[src/inc/eal_pkg.sv]
// Purpose: Shared constants and types for the event alert logic.
// Assumes: Registers are 8 bits wide and addressed by an 8-bit register index.
// Notes:   Alert timing is derived from the system clock rate.
package eal_pkg;

   // Register offsets
   localparam logic [7:0] ADDR_ALERT_CONFIG = 8'h32;
   localparam logic [7:0] ADDR_EVENT_MASK = 8'h33;
   localparam logic [7:0] ADDR_EVENT_LATCH = 8'h36;

   // Values after reset
   localparam logic [7:0] ALERT_CONFIG_RESET = 8'h00;
   localparam logic [7:0] EVENT_MASK_RESET = 8'hFF;
   localparam logic [7:0] EVENT_LATCH_RESET = 8'h00;
   localparam logic [7:0] RDATA_RESET = 8'h00;

   // Configuration field positions
   localparam int CFG_POL_BIT = 7;
   localparam int CFG_STYLE_LSB = 5;
   localparam int CFG_VIEW_BIT = 2;
   // Writable configuration bits; the rest are reserved and read as zero
   localparam logic [7:0] CFG_WRITE_MASK = 8'hE4;

   // Event bit positions in the mask and latch registers
   localparam int EVT_CLK_ERR_BIT = 7;
   localparam int EVT_PLL_LOCK_BIT = 6;
   localparam int EVT_MIX_SAT_BIT = 5;
   localparam int EVT_VAD_UP_BIT = 4;
   localparam int EVT_VAD_DOWN_BIT = 3;
   // Latch bits that hold an event; bits 2..0 always read zero
   localparam logic [7:0] LATCH_IMPL_MASK = 8'hF8;

   // Alert style codes
   localparam logic [1:0] STYLE_LEVEL = 2'h0;
   localparam logic [1:0] STYLE_RESERVED = 2'h1;
   localparam logic [1:0] STYLE_REPEAT = 2'h2;
   localparam logic [1:0] STYLE_ONCE = 2'h3;

   // Alert timing
   localparam int CLK_FREQ_HZ = 50_000_000;
   localparam int ALERT_ON_TIME_US = 2000;
   localparam int ALERT_PERIOD_US = 4000;
   localparam int ALERT_ON_CYC = (CLK_FREQ_HZ / 1_000_000) * ALERT_ON_TIME_US;
   localparam int ALERT_PERIOD_CYC = (CLK_FREQ_HZ / 1_000_000) * ALERT_PERIOD_US;

   // Timer states
   typedef enum logic {
      TMR_IDLE,
      TMR_RUN
   } eal_tmr_state_t;

endpackage : eal_pkg

[src/inc/eal_timer_if.sv]
// Purpose: Carries the control and status of the alert pulse timer.
// Assumes: Both ends run on the same clock.
// Notes:   ctrl is the alert logic end, timer is the counter end.
`timescale 1ns/1ps
interface eal_timer_if;
   logic restart;  // Start or retrigger the pulse window
   logic periodic; // Repeat every period instead of one shot
   logic hold;     // Keep repeating while high
   logic on;       // Inside the asserted part of the window
   logic busy;     // Timer is counting

   modport ctrl (
      output restart,
      output periodic,
      output hold,
      input on,
      input busy
   );

   modport timer (
      input restart,
      input periodic,
      input hold,
      output on,
      output busy
   );
endinterface : eal_timer_if

[src/verilog/eal_alert_timer.sv]
// Purpose: Pulse window timer for the repeating and one-shot alert styles.
// Assumes: ON_CYC is below PERIOD_CYC and both are at least 1.
// Notes:   The on flag is registered so it lines up with the counter state.
`timescale 1ns/1ps
module eal_alert_timer
   import eal_pkg::*;
#(
   parameter int ON_CYC = ALERT_ON_CYC,
   parameter int PERIOD_CYC = ALERT_PERIOD_CYC
) (
   input wire logic clk_i,
   input wire logic rst_i,
   eal_timer_if.timer tmr
);

   localparam int CNT_W = $clog2(PERIOD_CYC + 1);
   localparam logic [CNT_W-1:0] ON_CNT = CNT_W'(ON_CYC);
   localparam logic [CNT_W-1:0] ON_LAST = CNT_W'(ON_CYC - 1);
   localparam logic [CNT_W-1:0] PERIOD_LAST = CNT_W'(PERIOD_CYC - 1);

   typedef struct packed {
      eal_tmr_state_t mode;
      logic [CNT_W-1:0] cnt;
      logic on;
   } eal_tmr_t;

   localparam eal_tmr_t TMR_RESET = '{mode: TMR_IDLE, cnt: '0, on: 1'b0};

   eal_tmr_t t_reg;
   eal_tmr_t t_next;

   // Window counter; a one-shot retrigger restarts the full on time
   always_comb begin
      t_next = t_reg;
      case (t_reg.mode)
         TMR_IDLE: begin
            if (tmr.restart) begin
               t_next.mode = TMR_RUN;
               t_next.cnt = '0;
            end
         end
         TMR_RUN: begin
            if (tmr.restart && !tmr.periodic) begin
               t_next.cnt = '0;
            end else if (tmr.periodic && !tmr.hold) begin
               t_next.mode = TMR_IDLE; // Nothing pending: stop at once
               t_next.cnt = '0;
            end else if (!tmr.periodic && t_reg.cnt >= ON_LAST) begin
               // A switch from the repeat style in its off phase must not run a late pulse
               t_next.mode = TMR_IDLE;
               t_next.cnt = '0;
            end else if (t_reg.cnt == PERIOD_LAST) begin
               t_next.cnt = '0;
            end else begin
               t_next.cnt = t_reg.cnt + CNT_W'(1);
            end
         end
         default: begin
            t_next = TMR_RESET;
         end
      endcase
      t_next.on = (t_next.mode == TMR_RUN) && (t_next.cnt < ON_CNT);
   end

   // State register
   always_ff @(posedge clk_i or posedge rst_i) begin
      if (rst_i) begin
         t_reg <= TMR_RESET;
      end else begin
         t_reg <= t_next;
      end
   end

   assign tmr.on = t_reg.on;
   assign tmr.busy = (t_reg.mode == TMR_RUN);

endmodule : eal_alert_timer

[src/verilog/eal_event_alert.sv]
// Purpose: Latches internal events, masks them and drives the alert pin.
// Assumes: Event inputs come from logic on clk_i; the register port is the
//          control interface's internal register access, one access per cycle.
// Notes:   Reads return data one cycle after the read strobe.
//
// Functional notes
// - Polarity bit 7 selects alert pin active low (0) or active high (1).
// - Style 0 holds alert while any unmasked latched event exists; 1 reserved.
// - Style 2 asserts alert 2 ms in every 4 ms while events pending.
// - Style 3 gives a 2 ms alert pulse per unmasked event; an event during a pulse restarts its 2 ms.
// - View bit 2 clear shows all latched events; set shows only unmasked ones.
// - Mask resets to all ones; one masks an event, zero passes it.
// - Mask bit 7 is clock error, mask bit 6 is PLL lock.
// - Mask bit 4 is detector power up, mask bit 3 detector power down.
// - Latch bit 7 records serial port clock error, resets zero, self clears.
// - Latch bit 6 records PLL lock, resets zero, self clears.
// - Latch bit 5 records input mixing saturation, self clears.
// - Latch bit 4 records detector power up, self clears.
// - Latch bit 3 records detector power down, self clears.
`timescale 1ns/1ps
module eal_event_alert
   import eal_pkg::*;
#(
   parameter int ON_CYC = ALERT_ON_CYC,
   parameter int PERIOD_CYC = ALERT_PERIOD_CYC
) (
   input wire logic clk_i,
   input wire logic rst_i,
   // Register access
   input wire logic [7:0] reg_addr_i,
   input wire logic reg_wr_i,
   input wire logic [7:0] reg_wdata_i,
   input wire logic reg_rd_i,
   output logic [7:0] reg_rdata_o,
   output logic reg_rvalid_o,
   // Event sources, high for each cycle the event is present
   input wire logic evt_audio_serial_port_clk_err_i,
   input wire logic evt_pll_lock_i,
   input wire logic evt_mix_sat_i,
   input wire logic evt_voice_activity_detector_up_i,
   input wire logic evt_voice_activity_detector_down_i,
   // Alert pin
   output logic alert_pin_o
);

   typedef struct packed {
      logic [7:0] cfg;
      logic [7:0] mask;
      logic [7:0] latch;
      logic [7:0] rdata;
      logic rvalid;
      logic pin;
   } eal_state_t;

   localparam eal_state_t ST_RESET = '{
      cfg: ALERT_CONFIG_RESET,
      mask: EVENT_MASK_RESET,
      latch: EVENT_LATCH_RESET,
      rdata: RDATA_RESET,
      rvalid: 1'b0,
      pin: 1'b1
   };

   // Unmasked part of an event vector; a mask bit of one blocks the event
   function automatic logic [7:0] eal_unmasked(input logic [7:0] ev, input logic [7:0] msk);
      eal_unmasked = ev & ~msk & LATCH_IMPL_MASK;
   endfunction : eal_unmasked

   // Pin level for an internal alert state under the chosen polarity
   function automatic logic eal_pin_level(input logic active, input logic pol_high);
      eal_pin_level = pol_high ? active : ~active;
   endfunction : eal_pin_level

   eal_state_t st_reg;
   eal_state_t st_next;

   eal_timer_if tmr_bus ();

   logic [7:0] evt_vec;
   logic [7:0] pending_vec;
   logic [7:0] new_unmasked;
   logic [7:0] latch_view;
   logic [1:0] style;
   logic pol_high;
   logic view_filter;
   logic pending;
   logic new_evt;
   logic rd_latch;
   logic alert_active;

   // Gather event sources at their latch and mask bit positions
   always_comb begin
      evt_vec = 8'h00;
      evt_vec[EVT_CLK_ERR_BIT] = evt_audio_serial_port_clk_err_i;
      evt_vec[EVT_PLL_LOCK_BIT] = evt_pll_lock_i;
      evt_vec[EVT_MIX_SAT_BIT] = evt_mix_sat_i;
      evt_vec[EVT_VAD_UP_BIT] = evt_voice_activity_detector_up_i;
      evt_vec[EVT_VAD_DOWN_BIT] = evt_voice_activity_detector_down_i;
   end

   // Configuration fields
   assign pol_high = st_reg.cfg[CFG_POL_BIT];
   assign style = st_reg.cfg[CFG_STYLE_LSB +: 2];
   assign view_filter = st_reg.cfg[CFG_VIEW_BIT];

   // Pending state comes from the latch; new occurrences straight from the sources
   assign pending_vec = eal_unmasked(st_reg.latch, st_reg.mask);
   assign pending = |pending_vec;
   assign new_unmasked = eal_unmasked(evt_vec, st_reg.mask);
   assign new_evt = |new_unmasked;

   // Latch readback, filtered by the view bit
   assign latch_view = view_filter ? pending_vec : (st_reg.latch & LATCH_IMPL_MASK);
   assign rd_latch = reg_rd_i && (reg_addr_i == ADDR_EVENT_LATCH);

   // Timer control: repeat style runs while pending, one-shot style fires per event
   assign tmr_bus.periodic = (style == STYLE_REPEAT);
   assign tmr_bus.hold = pending;
   always_comb begin
      tmr_bus.restart = 1'b0;
      if (style == STYLE_REPEAT) begin
         tmr_bus.restart = pending && !tmr_bus.busy;
      end else if (style == STYLE_ONCE) begin
         tmr_bus.restart = new_evt;
      end
   end

   eal_alert_timer #(
      .ON_CYC(ON_CYC),
      .PERIOD_CYC(PERIOD_CYC)
   ) u_timer (
      .clk_i(clk_i),
      .rst_i(rst_i),
      .tmr(tmr_bus)
   );

   // Internal alert state for each style; the reserved code keeps the pin idle
   // rather than guessing a behaviour software must not rely on
   always_comb begin
      case (style)
         STYLE_LEVEL: begin
            alert_active = pending;
         end
         STYLE_REPEAT: begin
            alert_active = pending && tmr_bus.on;
         end
         STYLE_ONCE: begin
            alert_active = tmr_bus.on;
         end
         default: begin
            alert_active = 1'b0;
         end
      endcase
   end

   // Next state of registers, readback and pin
   always_comb begin
      st_next = st_reg;
      st_next.rvalid = reg_rd_i;
      // Register writes; the latch is read-only and ignores writes
      if (reg_wr_i) begin
         if (reg_addr_i == ADDR_ALERT_CONFIG) begin
            st_next.cfg = reg_wdata_i & CFG_WRITE_MASK;
         end else if (reg_addr_i == ADDR_EVENT_MASK) begin
            st_next.mask = reg_wdata_i;
         end
      end
      // Readback; unmapped offsets return zero
      if (reg_rd_i) begin
         if (reg_addr_i == ADDR_ALERT_CONFIG) begin
            st_next.rdata = st_reg.cfg;
         end else if (reg_addr_i == ADDR_EVENT_MASK) begin
            st_next.rdata = st_reg.mask;
         end else if (reg_addr_i == ADDR_EVENT_LATCH) begin
            st_next.rdata = latch_view;
         end else begin
            st_next.rdata = 8'h00;
         end
      end
      // Clear only what the read showed, then set: an event in the read cycle survives
      st_next.latch = st_reg.latch & ~(rd_latch ? latch_view : 8'h00);
      st_next.latch = (st_next.latch | evt_vec) & LATCH_IMPL_MASK;
      // Registered pin so it never glitches on style or polarity changes
      st_next.pin = eal_pin_level(alert_active, pol_high);
   end

   // State register; reset leaves the pin high, the inactive level for polarity 0
   always_ff @(posedge clk_i or posedge rst_i) begin
      if (rst_i) begin
         st_reg <= ST_RESET;
      end else begin
         st_reg <= st_next;
      end
   end

   // Outputs straight from flip-flops
   assign reg_rdata_o = st_reg.rdata;
   assign reg_rvalid_o = st_reg.rvalid;
   assign alert_pin_o = st_reg.pin;

endmodule : eal_event_alert

[config.mk]
export PLATFORM = sky130hd
export DESIGN_NAME = eal_event_alert
export DESIGN_NICKNAME = d
export VERILOG_FILES = /design/src/inc/eal_pkg.sv /design/src/inc/eal_timer_if.sv /design/src/verilog/eal_alert_timer.sv /design/src/verilog/eal_event_alert.sv
export SDC_FILE = /design/constraint.sdc
export NUM_CORES = 1
export LEC_CHECK = 0
export ABC_AREA = 1
export BUFFER_PORTS_ARGS = -buffer_cell sky130_fd_sc_hd__buf_2
export CORE_MARGIN = 8
export CORE_UTILIZATION = 51
export DETAILED_ROUTE_END_ITERATION = 10
export GPL_ROUTABILITY_DRIVEN = 0
export PLACE_DENSITY = 0.74
export SLEW_MARGIN = 20
export SYNTH_ARGS = -nofsm -noshare
export SYNTH_HDL_FRONTEND = slang
export SYNTH_SLANG_ARGS = --single-unit
[constraint.sdc]
create_clock -name clk_i -period 1.7 [get_ports clk_i]
set_clock_uncertainty 0.1 [all_clocks]
set_input_delay 0.085 -clock clk_i [delete_from_list [all_inputs] [get_ports clk_i]]
set_output_delay 0.085 -clock clk_i [all_outputs]
set_load 0.01 [all_outputs]
# ---- Yosys cells after proc, flatten, opt, wreduce, memory -nomap -nowiden
# Index checks and enable logic that the tools add are counted.
dict set report totals {
  reg_bits 47
  inputBits 25
  out_inout_bits 10
  wordCells 59
}
dict set report op_classes {
  n_addsub 1
  magnitude_cmp 2
  n_eq_ne 6
  n_mux 17
  bitwise 9
  n_reduce_logical 15
}
# operator count
set ops {}
lappend ops {{two-way mux 18 bit} 3}
lappend ops {{two-way mux 8 bit} 5}
lappend ops {{two-way mux 19 bit} 2}
lappend ops {{one-hot mux 19 bit (2 select lines)} 1}
lappend ops {{bitwise AND 8 bit} 3}
lappend ops {{equality test 8 x 6 -> 1 bit (second input constant)} 3}
lappend ops {{adder 18 x 1 -> 18 bit (second input constant)} 1}
lappend ops {{equality test 18 bit (second input constant)} 1}
lappend ops {{greater-or-equal comparator 18 x 17 -> 1 bit (second input constant)} 1}
lappend ops {{< comparator 18 x 17 -> 1 bit (second input constant)} 1}
lappend ops {{inverter 8 bit} 2}
lappend ops {{OR reduction 5 bit} 2}
lappend ops {{bitwise OR 8 bit} 1}
lappend ops {{logical AND 1 bit} 7}
lappend ops {{two-way mux 1 bit} 5}
lappend ops {{equality test 2 bit (second input constant)} 2}
lappend ops {{zero test 1 bit} 3}
lappend ops {{inverter 1 bit} 3}
lappend ops {{one-hot mux 1 bit (3 select lines)} 1}
lappend ops {{AND reduction 3 bit} 1}
lappend ops {{zero test 2 bit} 1}
lappend ops {{AND reduction 2 bit} 1}

# ---- Depth between registers and ports, before layout
# Gate-level depths: netlist (run 1).
dict set report logic_depth {
  word_depth 10
  mapped_depth 16
  depth_no_buf 16
}

# ---- Cells and area by module
# From an unflattened synthesis (run 1), not the netlist that was laid out.
dict set report hier_totals {
  hier_cells 380
  hier_area_um2 2852.7
}
# module n_inst cells_per_inst area_per_inst_um2 seq_area_each_um2
set modules_own_cells {}
lappend modules_own_cells {eal_event_alert 1 191 1457.6 686.9}
lappend modules_own_cells {eal_alert_timer 1 189 1395.1 500.5}

# ---- Worst setup path before layout (run 1)
# No wires, ideal clock.
dict set report synth_timing {
  path_type {reg-to-reg}
  startpoint {register u_timer.t_reg[1] (netlist name)}
  endpoint {register u_timer.t_reg (netlist bit u_timer.tmr.on)}
  setup_time_ps 115
  t_arrival_ps 1702
  required_time_ps 1485
  slack_ps -218
  path_stages_with_launch 16
  path_buffers 1
  synth_period_minus_slack_ps 1918
  cell_sequence {dfrtp_1 > ha_1 > nand2_1 > nor2_1 > nand3_1 > nand3_1 > nand2_1 > nand2_2 > nand2_4 > buf_6 > a21oi_4 > nand3_1 > nor2_1 > nand2_1 > nor2_1 > nor2_1}
}
# element line_no
set synth_lines {}
lappend synth_lines {{start, declared} eal_alert_timer.sv:29} ;# eal_tmr_t t_reg;
lappend synth_lines {{start signal, assigned} eal_alert_timer.sv:70} ;# t_reg <= t_next;

==> results.toml, run 1 <==
[outcome]
status = "complete, but fails checks"
violations = "setup timing"

[logic_synthesis]
yosysSeqAreaShare_pct = 40.2
synth-simple-area-share_pct = 33.0
syn_nets = 414
synth-xor-area-share_pct = 3.26
ys.flop_type = "dfrtp_1"
synth_top_area_share_pct = 32.2
synth_area_per_cell_um2 = 7.61
syn-cell-area_um2 = 2950
synth_enable_flop_cells = 0
ys_ff_latch = 47
synth.mux.area_fraction_pct = 1.53
synth_top_family_by_area = "simple AND/OR/NAND/NOR gates"
synthDistinctLibCells = 40
yosys.area_share.adder_pct = 0.424
synth_warnings = 0
synth_area_leaders = "dfrtp_1, nand2_1, dfstp_2"
synth-async-reset-ratio_pct = 100
syn-instance-count = 388
synth_compound_area_share_pct = 10.9
yosysTopAreaCell = "dfrtp_1"

[clock_tree]
cts.sinks = 47
cts_buffers = 5
cts-root-buf = "clkbuf_8"
cts_tree = "yes"
clock_latency_ns = 0.32
htreeDepth = 2
clk_pin_slew_ns = 0.10
clock_path_buffers = 2

[global_route]
grt_pass1_wl_mm = 14.4
overflow = 0
grt_pass1_vias = 3107
grt_usage_pct = 20.7
antenna_found_initial = 0
grt_max_degree = 48

[routing]
drc = 0
drt-initial-drc-count = 334
first_pass_iters = 8
wirelength_mm = 10.2
dr_total_vias = 3392
wl_per_cell_um = 17.2
via_per_inst = 5.72
ant_nets = 0

[sta]
setup_ws_ns = -0.595
tightest_slew_ns = 0.278
fin_crit_ns = 2.29
finalSetupViolCount = 19
slew_headroom_pct = 81.3
final-max-slew-violation-count = 0
hold_violations = 0
finalSetupTns_ns = -4.10
rsz0062_at_grt = "yes"
whs_ns = 0.0384
fin_crit_sh_pct = 135
fmax_mhz = 436

[pwr]
power_mw = 3.71
leakagePower_nw = 2.13
peakVddDrop_mv = 0.739
cellPowerDensity_nw_per_um2 = 842

[die]
start_util_pct = 53.3
die_h_um = 92.1
core_um2 = 5540
die_area_um2 = 8480
die_w_um = 92.1
ios = 35
rows = 27

[final_layout]
layout_commonest_cell = "nand2_1"
fill_cells = 336
final_nets = 546
stdcell_count = 593
largest_reg_flops = 18
drive_above_1_share_pct = 46.3
final_cell_mix = "nand2_1, buf_4, inv_1"
diodes = 0
fin_area_um2 = 4410
area_growth_pct = 49.4

[placement]
hpwlAfterDp_mm = 5.80
portBuffers = 34
dp_cells = 547
place_area_um2 = 3620

[worst_setup_path]
cp.arrival_ns = 2.40
crit_type = "flop to flop"
cp_max_fo = 6
r2r_cells = 13
cp-start-kind = "flop"
end_kind = "flop"
required_ns = 1.81

[worst_hold_path]
hold_path_depth = 4
min_path_type = "input port to flop"

[run]
cap_violations = 0
-- metal layers --
metal / track usage, % / up-vias / wire length, um
met5: 0 / - / 0
li1: - / 1505 / -
met2: 33.1 / 232 / 4840
met3: 4.89 / 71 / 941
met4: 9.40 / 0 / 510
met1: 25.9 / 1584 / 3880
-- final timing paths --
check	end	from	slack, ns
max	u_timer.tmr.on	u_timer.t_reg[10]	-0.59
max reg2reg	u_timer.tmr.on	u_timer.t_reg[10]	-0.59
min	st_reg[20]	reg_wr_i	0.04
min reg2reg	reg_rdata_o[1]	reg_rdata_o[1]	0.39
min in group asynchronous	u_timer.t_reg[4]	rst_i	0.23
max in group asynchronous	st_reg[22]	rst_i	0.99
-- report_power, final --
group / internal (mW) / switching (mW)
Clock: 0.306 / 0.443
Sequential: 1.25 / 0.143
Combinational: 0.794 / 0.780
-- metrics by stage --
step	worst slack (ns)	utilization (%)
2_1_floorplan	-0.206	-
3_3_place_gp	-0.350	65.4
3_5_place_dp	-0.392	65.4
4_1_cts	-0.379	74.8
5_1_grt	-0.682	79.6
6_report	-0.595	79.6
-- repair_timing --
action,CTS,global route
endpoints found under the hold margin,70,1
setup endpoints to repair,16,20
pin swaps,15,30
resized for setup,38,53
hold buffers,14,1
setup buffers,14,10
-- worst max-delay path, cell delays in order (launching register included) --
cell     delay (ns)
dfrtp_1        0.52
nand2_1        0.13
nor2_1         0.22
nand3_1        0.17
nor2_2         0.19
nand3_1        0.11
nand2_1        0.10
nor2_2         0.06
a21oi_4        0.13
nand2_1        0.11
nor2_2         0.15
nand2_1        0.06
nor2_1         0.09
nor2_1         0.05
-- Yosys cell counts, types with 2 or more instances --
cell type,count
nor2_2,9
buf_4,9
nand3b_1,2
o21bai_1,3
buf_2,2
nand3_1,20
nand3_2,4
nor3_1,3
buf_6,3
nor2_1,40
nand4_1,16
dfrtp_1,38
xor2_1,8
inv_2,8
mux2_2,4
a21oi_4,2
o21ai_0,23
o22ai_1,9
nor3_2,2
o21ai_1,3
nand2_2,3
dfstp_2,9
o21bai_2,2
nand2_1,100
xnor2_1,3
a21oi_1,6
inv_1,44
-- cells by family (layout without fill, tap and decap cells) --
logic type      Yosys count  count (layout)
xor+xnor                 11              11
mux                       4               4
flops                    47              47
simple gates            207             207
compound gates           50              50
buf+inv                  68             201
fa+ha+maj                 1               1
-- layout make-up --
| cell class | count | area, um^2 | area share, % |
|---|---|---|---|
| well taps | 72 | 90.1 | 2.04 |
| clock buffers | 5 | 68.8 | 1.56 |
| multi-input cells | 273 | 1740 | 39.5 |
| clock inverters | 3 | 27.5 | 0.624 |
| flip-flops and latches | 47 | 1190 | 27.0 |
| inverters | 53 | 199 | 4.51 |
| repair buffers | 140 | 1090 | 24.8 |
No activity file was read; power rests on OpenSTA's default activity.
==> run 2, diff against run 1 <==
--- a/config.mk
+++ b/config.mk
@@ -11,7 +11,7 @@
 export CORE_UTILIZATION = 51
 export DETAILED_ROUTE_END_ITERATION = 10
 export GPL_ROUTABILITY_DRIVEN = 0
-export PLACE_DENSITY = 0.74
+export PLACE_DENSITY = 0.71
 export SLEW_MARGIN = 20
 export SYNTH_ARGS = -nofsm -noshare
 export SYNTH_HDL_FRONTEND = slang
==> constraint.sdc (replaced) <==
create_clock -name clk_i -period 2.45 [get_ports clk_i]
set_clock_uncertainty 0.1 [all_clocks]
set_input_delay 0.1225 -clock clk_i [delete_from_list [all_inputs] [get_ports clk_i]]
set_output_delay 0.1225 -clock clk_i [all_outputs]
set_load 0.01 [all_outputs]
==> run 2 against run 1 <==
  * The run now ends clean
  * Cell area is 23% lower
  * Hold slack better by 0.096 ns
  * Cell count is 14% lower
  * Die area stayed put
  * Worst setup slack better by 0.82 ns
  * Via count is 22% lower
  * First-iteration DRC count is 40% lower
  * Highest routed layer unchanged
==> results.toml, run 2 (synthesis results as in run 1) <==
[worst_setup_path]
end_kind = "flop"
crit_type = "flop to flop"
crit_family = "simple AND/OR/NAND/NOR gates"
cp.arrival_ns = 2.34
cp-start-kind = "flop"
required_ns = 2.56
reg2reg_from = "st_reg[23]"
crit_chain = "inv_2, nand2_1, nand3_1, o21bai_2, nand2_1, nor2_4, nand3_1, nand2_1, nand3_1, nor2_1, nand2_1, nor2_1, nor2_1"
slowest_delay_ns = 0.57
crit_slowest_cell = "dfstp_2"
r2r_cells = 13
reg2reg_to = "u_timer.tmr.on"
crit_top_cell = "nand2_1"
critPathLaunch = "st_reg[23]"
cp_max_fo = 9
timing.critical_path.buf_inv = 1
reg2reg_slack_ns = 0.22

[routing]
met2RoutedLength_mm = 3.13
wirelength_mm = 6.84
wl_per_cell_um = 13.5
first_pass_iters = 5
drc = 0
drt-initial-drc-count = 199
routed.top_layer = "met4"
wl_met1_mm = 3.26
met3_wirelength_um = 358
via_per_inst = 5.22
dr_total_vias = 2654
ant_nets = 0

[global_route]
antenna_found_initial = 0
grt_pass1_vias = 2486
grt_usage_pct = 16.6
grt_pass1_wl_mm = 11.6
overflow = 0
grt_max_degree = 28

[sta]
setup_ws_ns = 0.222
tightest_slew_ns = 0.605
fin_crit_ns = 2.23
finalSetupViolCount = 0
rsz0062_at_grt = "no"
finalSetupTns_ns = 0
fin_crit_sh_pct = 91.0
slew_headroom_pct = 59.6
fmax_mhz = 449
final-max-slew-violation-count = 0
hold_violations = 0

[pwr]
combinationalPowerShare_pct = 25.4
power_switching_share_pct = 34.5
cellPowerDensity_nw_per_um2 = 571
p_int_mw = 1.26
peakVddDrop_mv = 0.331
seqPwrFrac_pct = 49.6
leakagePower_nw = 1.64
p_sw_mw = 0.667
power_mw = 1.93
clkPwrFrac_pct = 25.0

[clock_tree]
cts_buffers = 5
clk_pin_slew_ns = 0.09
cts-root-buf = "clkbuf_8"
clock_latency_ns = 0.31
postCtsSetupRepairBufs = 0
cts_tree = "yes"
cts.sinks = 47
clock_path_buffers = 2
htreeDepth = 2

[final_layout]
drive_above_1_share_pct = 22.7
postLayoutCoreUtil_pct = 61.0
final_nets = 461
multi_input_area_um2 = 1450
largest_reg_flops = 18
fill_cells = 513
fin_area_um2 = 3380
diodes = 0
layout_commonest_cell = "nand2_1"
final_cell_mix = "nand2_1, inv_1, nor2_1"
regArea_um2 = 1190
area_growth_pct = 14.5

[placement]
hpwlAfterDp_mm = 5.23
portBuffers = 34
place_area_um2 = 3140
place_ws_ns = 0.239

[die]
die_h_um = 92.1
die_area_um2 = 8480
ios = 35
die_w_um = 92.1
start_util_pct = 53.3
core_um2 = 5540
rows = 27

[worst_hold_path]
worstHoldStart = "reg_addr_i[2]"
hold_path_depth = 5
min_path_type = "input port to flop"
min_to = "reg_rdata_o[1]"

[run]
cap_violations = 0

[outcome]
status = "finished, final reports clean"
[run 2: what timing repair did]
item / in CTS / in global routing
hold endpoints to repair: 40 / 0
resized for setup: 0 / 0
hold buffers: 15 / 0
endpoints found under the setup margin: 0 / 0
[run 2: layout make-up]
type / instances / area share, %
clock buffers: 6 / 2.15
clock inverters: 2 / 0.481
inverters: 53 / 5.88
multi-input cells: 273 / 42.9
flip-flops and latches: 47 / 35.1
well taps: 72 / 2.66
repair buffers: 55 / 10.8
[run 2: how the worst max path moves through the flow]
| stage | depth (start not counted) | endpoint | slack, ns |
|---|---|---|---|
| 6_report | 13 | u_timer.tmr.on | 0.22 |
| 5_1_grt | 13 | u_timer.tmr.on | 0.07 |
| 4_1_cts | 13 | u_timer.tmr.on | 0.21 |
| 3_5_place_dp | 13 | u_timer.tmr.on | 0.24 |
| 3_3_place_gp | 13 | u_timer.tmr.on | 0.27 |
| 2_1_floorplan | 15 | u_timer.tmr.on | 0.53 |
[run 2: worst register-to-register path, stage by stage (launching register included)]
cell and delay [ns]:
dfstp_2 0.57, inv_2 0.05, nand2_1 0.05, nand3_1 0.09, o21bai_2 0.25, nand2_1 0.16
nor2_4 0.25, nand3_1 0.13, nand2_1 0.10, nand3_1 0.07, nor2_1 0.13, nand2_1 0.06
nor2_1 0.08, nor2_1 0.04
[run 2: power groups by stage]
stage	clock, mW	combinational, mW	sequential (mW)
5_1_grt	0.520	0.559	0.968
2_1_floorplan	0	0.377	0.938
3_5_place_dp	0	0.470	0.969
4_1_cts	0.497	0.489	0.955
6_report	0.483	0.490	0.958
3_3_place_gp	0	0.468	0.970
[run 2: per-stage QoR]
step	std cells	hold slack, ns
6_report	508	0.135
5_1_grt	508	0.171
4_1_cts	508	0.126
3_5_place_dp	485	0.124
3_3_place_gp	485	0.124
2_1_floorplan	388	0.0539
[run 2: per-layer routing]
metal  global-route usage [%]  vias up
li1                         -     1343
met1                     22.3     1225
met2                     26.0       78
met3                     3.42        8
met4                     5.64        0
met5                        0        -
==> run 3, diff against run 2 <==
--- a/config.mk
+++ b/config.mk
@@ -9,6 +9,7 @@
 export BUFFER_PORTS_ARGS = -buffer_cell sky130_fd_sc_hd__buf_2
 export CORE_MARGIN = 8
 export CORE_UTILIZATION = 51
+export CTS_BUF_LIST = sky130_fd_sc_hd__clkbuf_16
 export DETAILED_ROUTE_END_ITERATION = 10
 export GPL_ROUTABILITY_DRIVEN = 0
 export PLACE_DENSITY = 0.71
==> constraint.sdc (replaced) <==
create_clock -name clk_i -period 2.45 [get_ports clk_i]
set_clock_uncertainty 0.1 [all_clocks]
set_input_delay 0.3675 -clock clk_i [delete_from_list [all_inputs] [get_ports clk_i]]
set_output_delay 0.3675 -clock clk_i [all_outputs]
set_load 0.01 [all_outputs]
==> run 3 against run 2 <==
  * Combinational power rose by 1%
  * Total power rose by 20%
  * Critical path depth rose by 1
  * Fmax fell by 1.8%
  * Sequential share of layout area rose by 0.33 points
  * Hold slack got worse by 0.016 ns
  * Die area did not move
  * First-iteration DRC count fell by 30%
  * Worst setup slack got worse by 0.041 ns
  * Via count fell by 2.0%
  * Critical endpoint unchanged
==> results.toml, run 3 (synthesis results as in run 1) <==
[pwr]
leakagePower_nw = 1.64
peakVddDrop_mv = 0.536
p_int_mw = 1.65
seqPwrFrac_pct = 41.3
power_mw = 2.32
p_sw_mw = 0.672
cellPowerDensity_nw_per_um2 = 693
combinationalPowerShare_pct = 21.4
clkPwrFrac_pct = 37.3
power_switching_share_pct = 28.9

[worst_setup_path]
timing.critical_path.buf_inv = 2
slowest_delay_ns = 0.56
required_ns = 2.53
crit_top_cell = "nand2_1"
crit_type = "flop to flop"
cp-start-kind = "flop"
crit_slowest_cell = "dfstp_2"
cp_max_fo = 6
crit_family = "simple AND/OR/NAND/NOR gates"
cp.arrival_ns = 2.35
crit_chain = "inv_2, nand2_1, nand3_1, o21bai_2, nand2_1, nor2_4, buf_4, nand3_1, nand2_1, nand3_1, nor2_1, nand2_1, nor2_1, nor2_1"
end_kind = "flop"

[sta]
tightest_slew_ns = 0.571
final-max-slew-violation-count = 0
slew_headroom_pct = 61.9
fmax_mhz = 441
hold_violations = 0
fin_crit_ns = 2.27
fin_crit_sh_pct = 92.6
finalSetupViolCount = 0

[clock_tree]
cts_tree = "yes"
cts.sinks = 47
clk_pin_slew_ns = 0.07
clock_latency_ns = 0.29
htreeDepth = 2
clock_path_buffers = 2
cts-root-buf = "clkbuf_16"
cts_resized = 0
cts_buffers = 5

[routing]
ant_nets = 0
via_per_inst = 5.26
drt-initial-drc-count = 140
wl_per_cell_um = 13.5
drc = 0
wirelength_mm = 6.68
dr_total_vias = 2602
first_pass_iters = 4

[die]
core_um2 = 5540
die_area_um2 = 8480
start_util_pct = 53.3
ios = 35
die_w_um = 92.1
die_h_um = 92.1
rows = 27

[placement]
portBuffers = 34
dp_cells = 485
hpwlAfterDp_mm = 5.15

[final_layout]
final_nets = 448
area_growth_pct = 13.5
stdcell_count = 495
diodes = 0
layout_commonest_cell = "nand2_1"
final_cell_mix = "nand2_1, inv_1, nor2_1"
drive_above_1_share_pct = 24.1
largest_reg_flops = 18

[global_route]
grt_pass1_wl_mm = 11.4
grt_use_met1_pct = 21.9
grt_usage_pct = 16.4
overflow = 0
grt_max_degree = 48
busiest_layer = "met2"
grt_pass1_vias = 2489
antenna_found_initial = 0
grt_use_met2_pct = 25.3
use_met3_pct = 3.59

[run]
cap_violations = 0

[worst_hold_path]
min_path_type = "input port to async pin"

[outcome]
status = "finished, final reports clean"
[run 3: changes by cell type in the layout (fill, tap and decap cells not counted), sizes merged]
cell         previous run  this run
buf                    40        42
bufinv                  0         2
clkbuf                  6         5
dlygate4sd3            15         0
inv                    53        52
[run 3: path summary, 6_finish.rpt]
kind | start | endpoint | slack (ns) | depth (start not counted)
worst min-delay path | rst_i | reg_rdata_o[3] | 0.12 | 3
worst max register to register | st_reg[23] | u_timer.tmr.on | 0.18 | 14
worst max-delay path | st_reg[23] | u_timer.tmr.on | 0.18 | 14
worst min register to register | reg_rdata_o[1] | reg_rdata_o[1] | 0.37 | 2
max in group asynchronous | rst_i | u_timer.tmr.on | 1.75 | 3
min in group clk_i | evt_pll_lock_i | st_reg[16] | 0.19 | 3
[run 3: worst register-to-register path: cells and delay by family (launching register included)]
family / cells / cell delay (ns)
AO/OA/AOI/OAI: 1 / 0.26
flip-flops: 1 / 0.56
AND/OR/NAND/NOR: 11 / 1.05
buffers and inverters: 2 / 0.19
[run 3: timing repair]
item | CTS | global route
endpoints found under the setup margin | 0 | 1
hold buffers | 0 | 0
buffers inserted | 0 | 2
[run 3: stage by stage]
step	hold slack, ns	TNS (ns)	utilization, %	area [um^2]	setup slack, ns
final	0.118	0	60.5	3350	0.180
after global routing	0.171	-0.00393	60.5	3350	-0.00393
after CTS	0.141	0	60.2	3330	0.166
after detailed placement	0.360	0	56.7	3140	0.192
after global placement	0.360	0	56.7	3140	0.268
after floorplan	0.299	0	-	2950	0.532
[run 3: power groups by stage]
stage          clock (mW)  combinational, mW  sequential, mW
6_report            0.867              0.497           0.958
5_1_grt             0.912              0.570           0.974
3_3_place_gp            0              0.465           0.970
3_5_place_dp            0              0.472           0.968
2_1_floorplan           0              0.377           0.938
4_1_cts             0.881              0.472           0.958
[run 3: final cells by class]
cell class	instances	area, um^2
tap	72	90.1
timing repair buffer	42	230
fill	516	2190
sequential	47	1190
multi-input combinational	273	1450
inverter	53	199
clock inverter	3	67.6
clock buffer	5	125
[run 3: metal layers]
metal | routed length [um] | vias to the layer above
met1 | 3220 | 1218
met3 | 269 | 12
met2 | 3080 | 56
met5 | 0 | -
met4 | 110 | 0
li1 | - | 1316
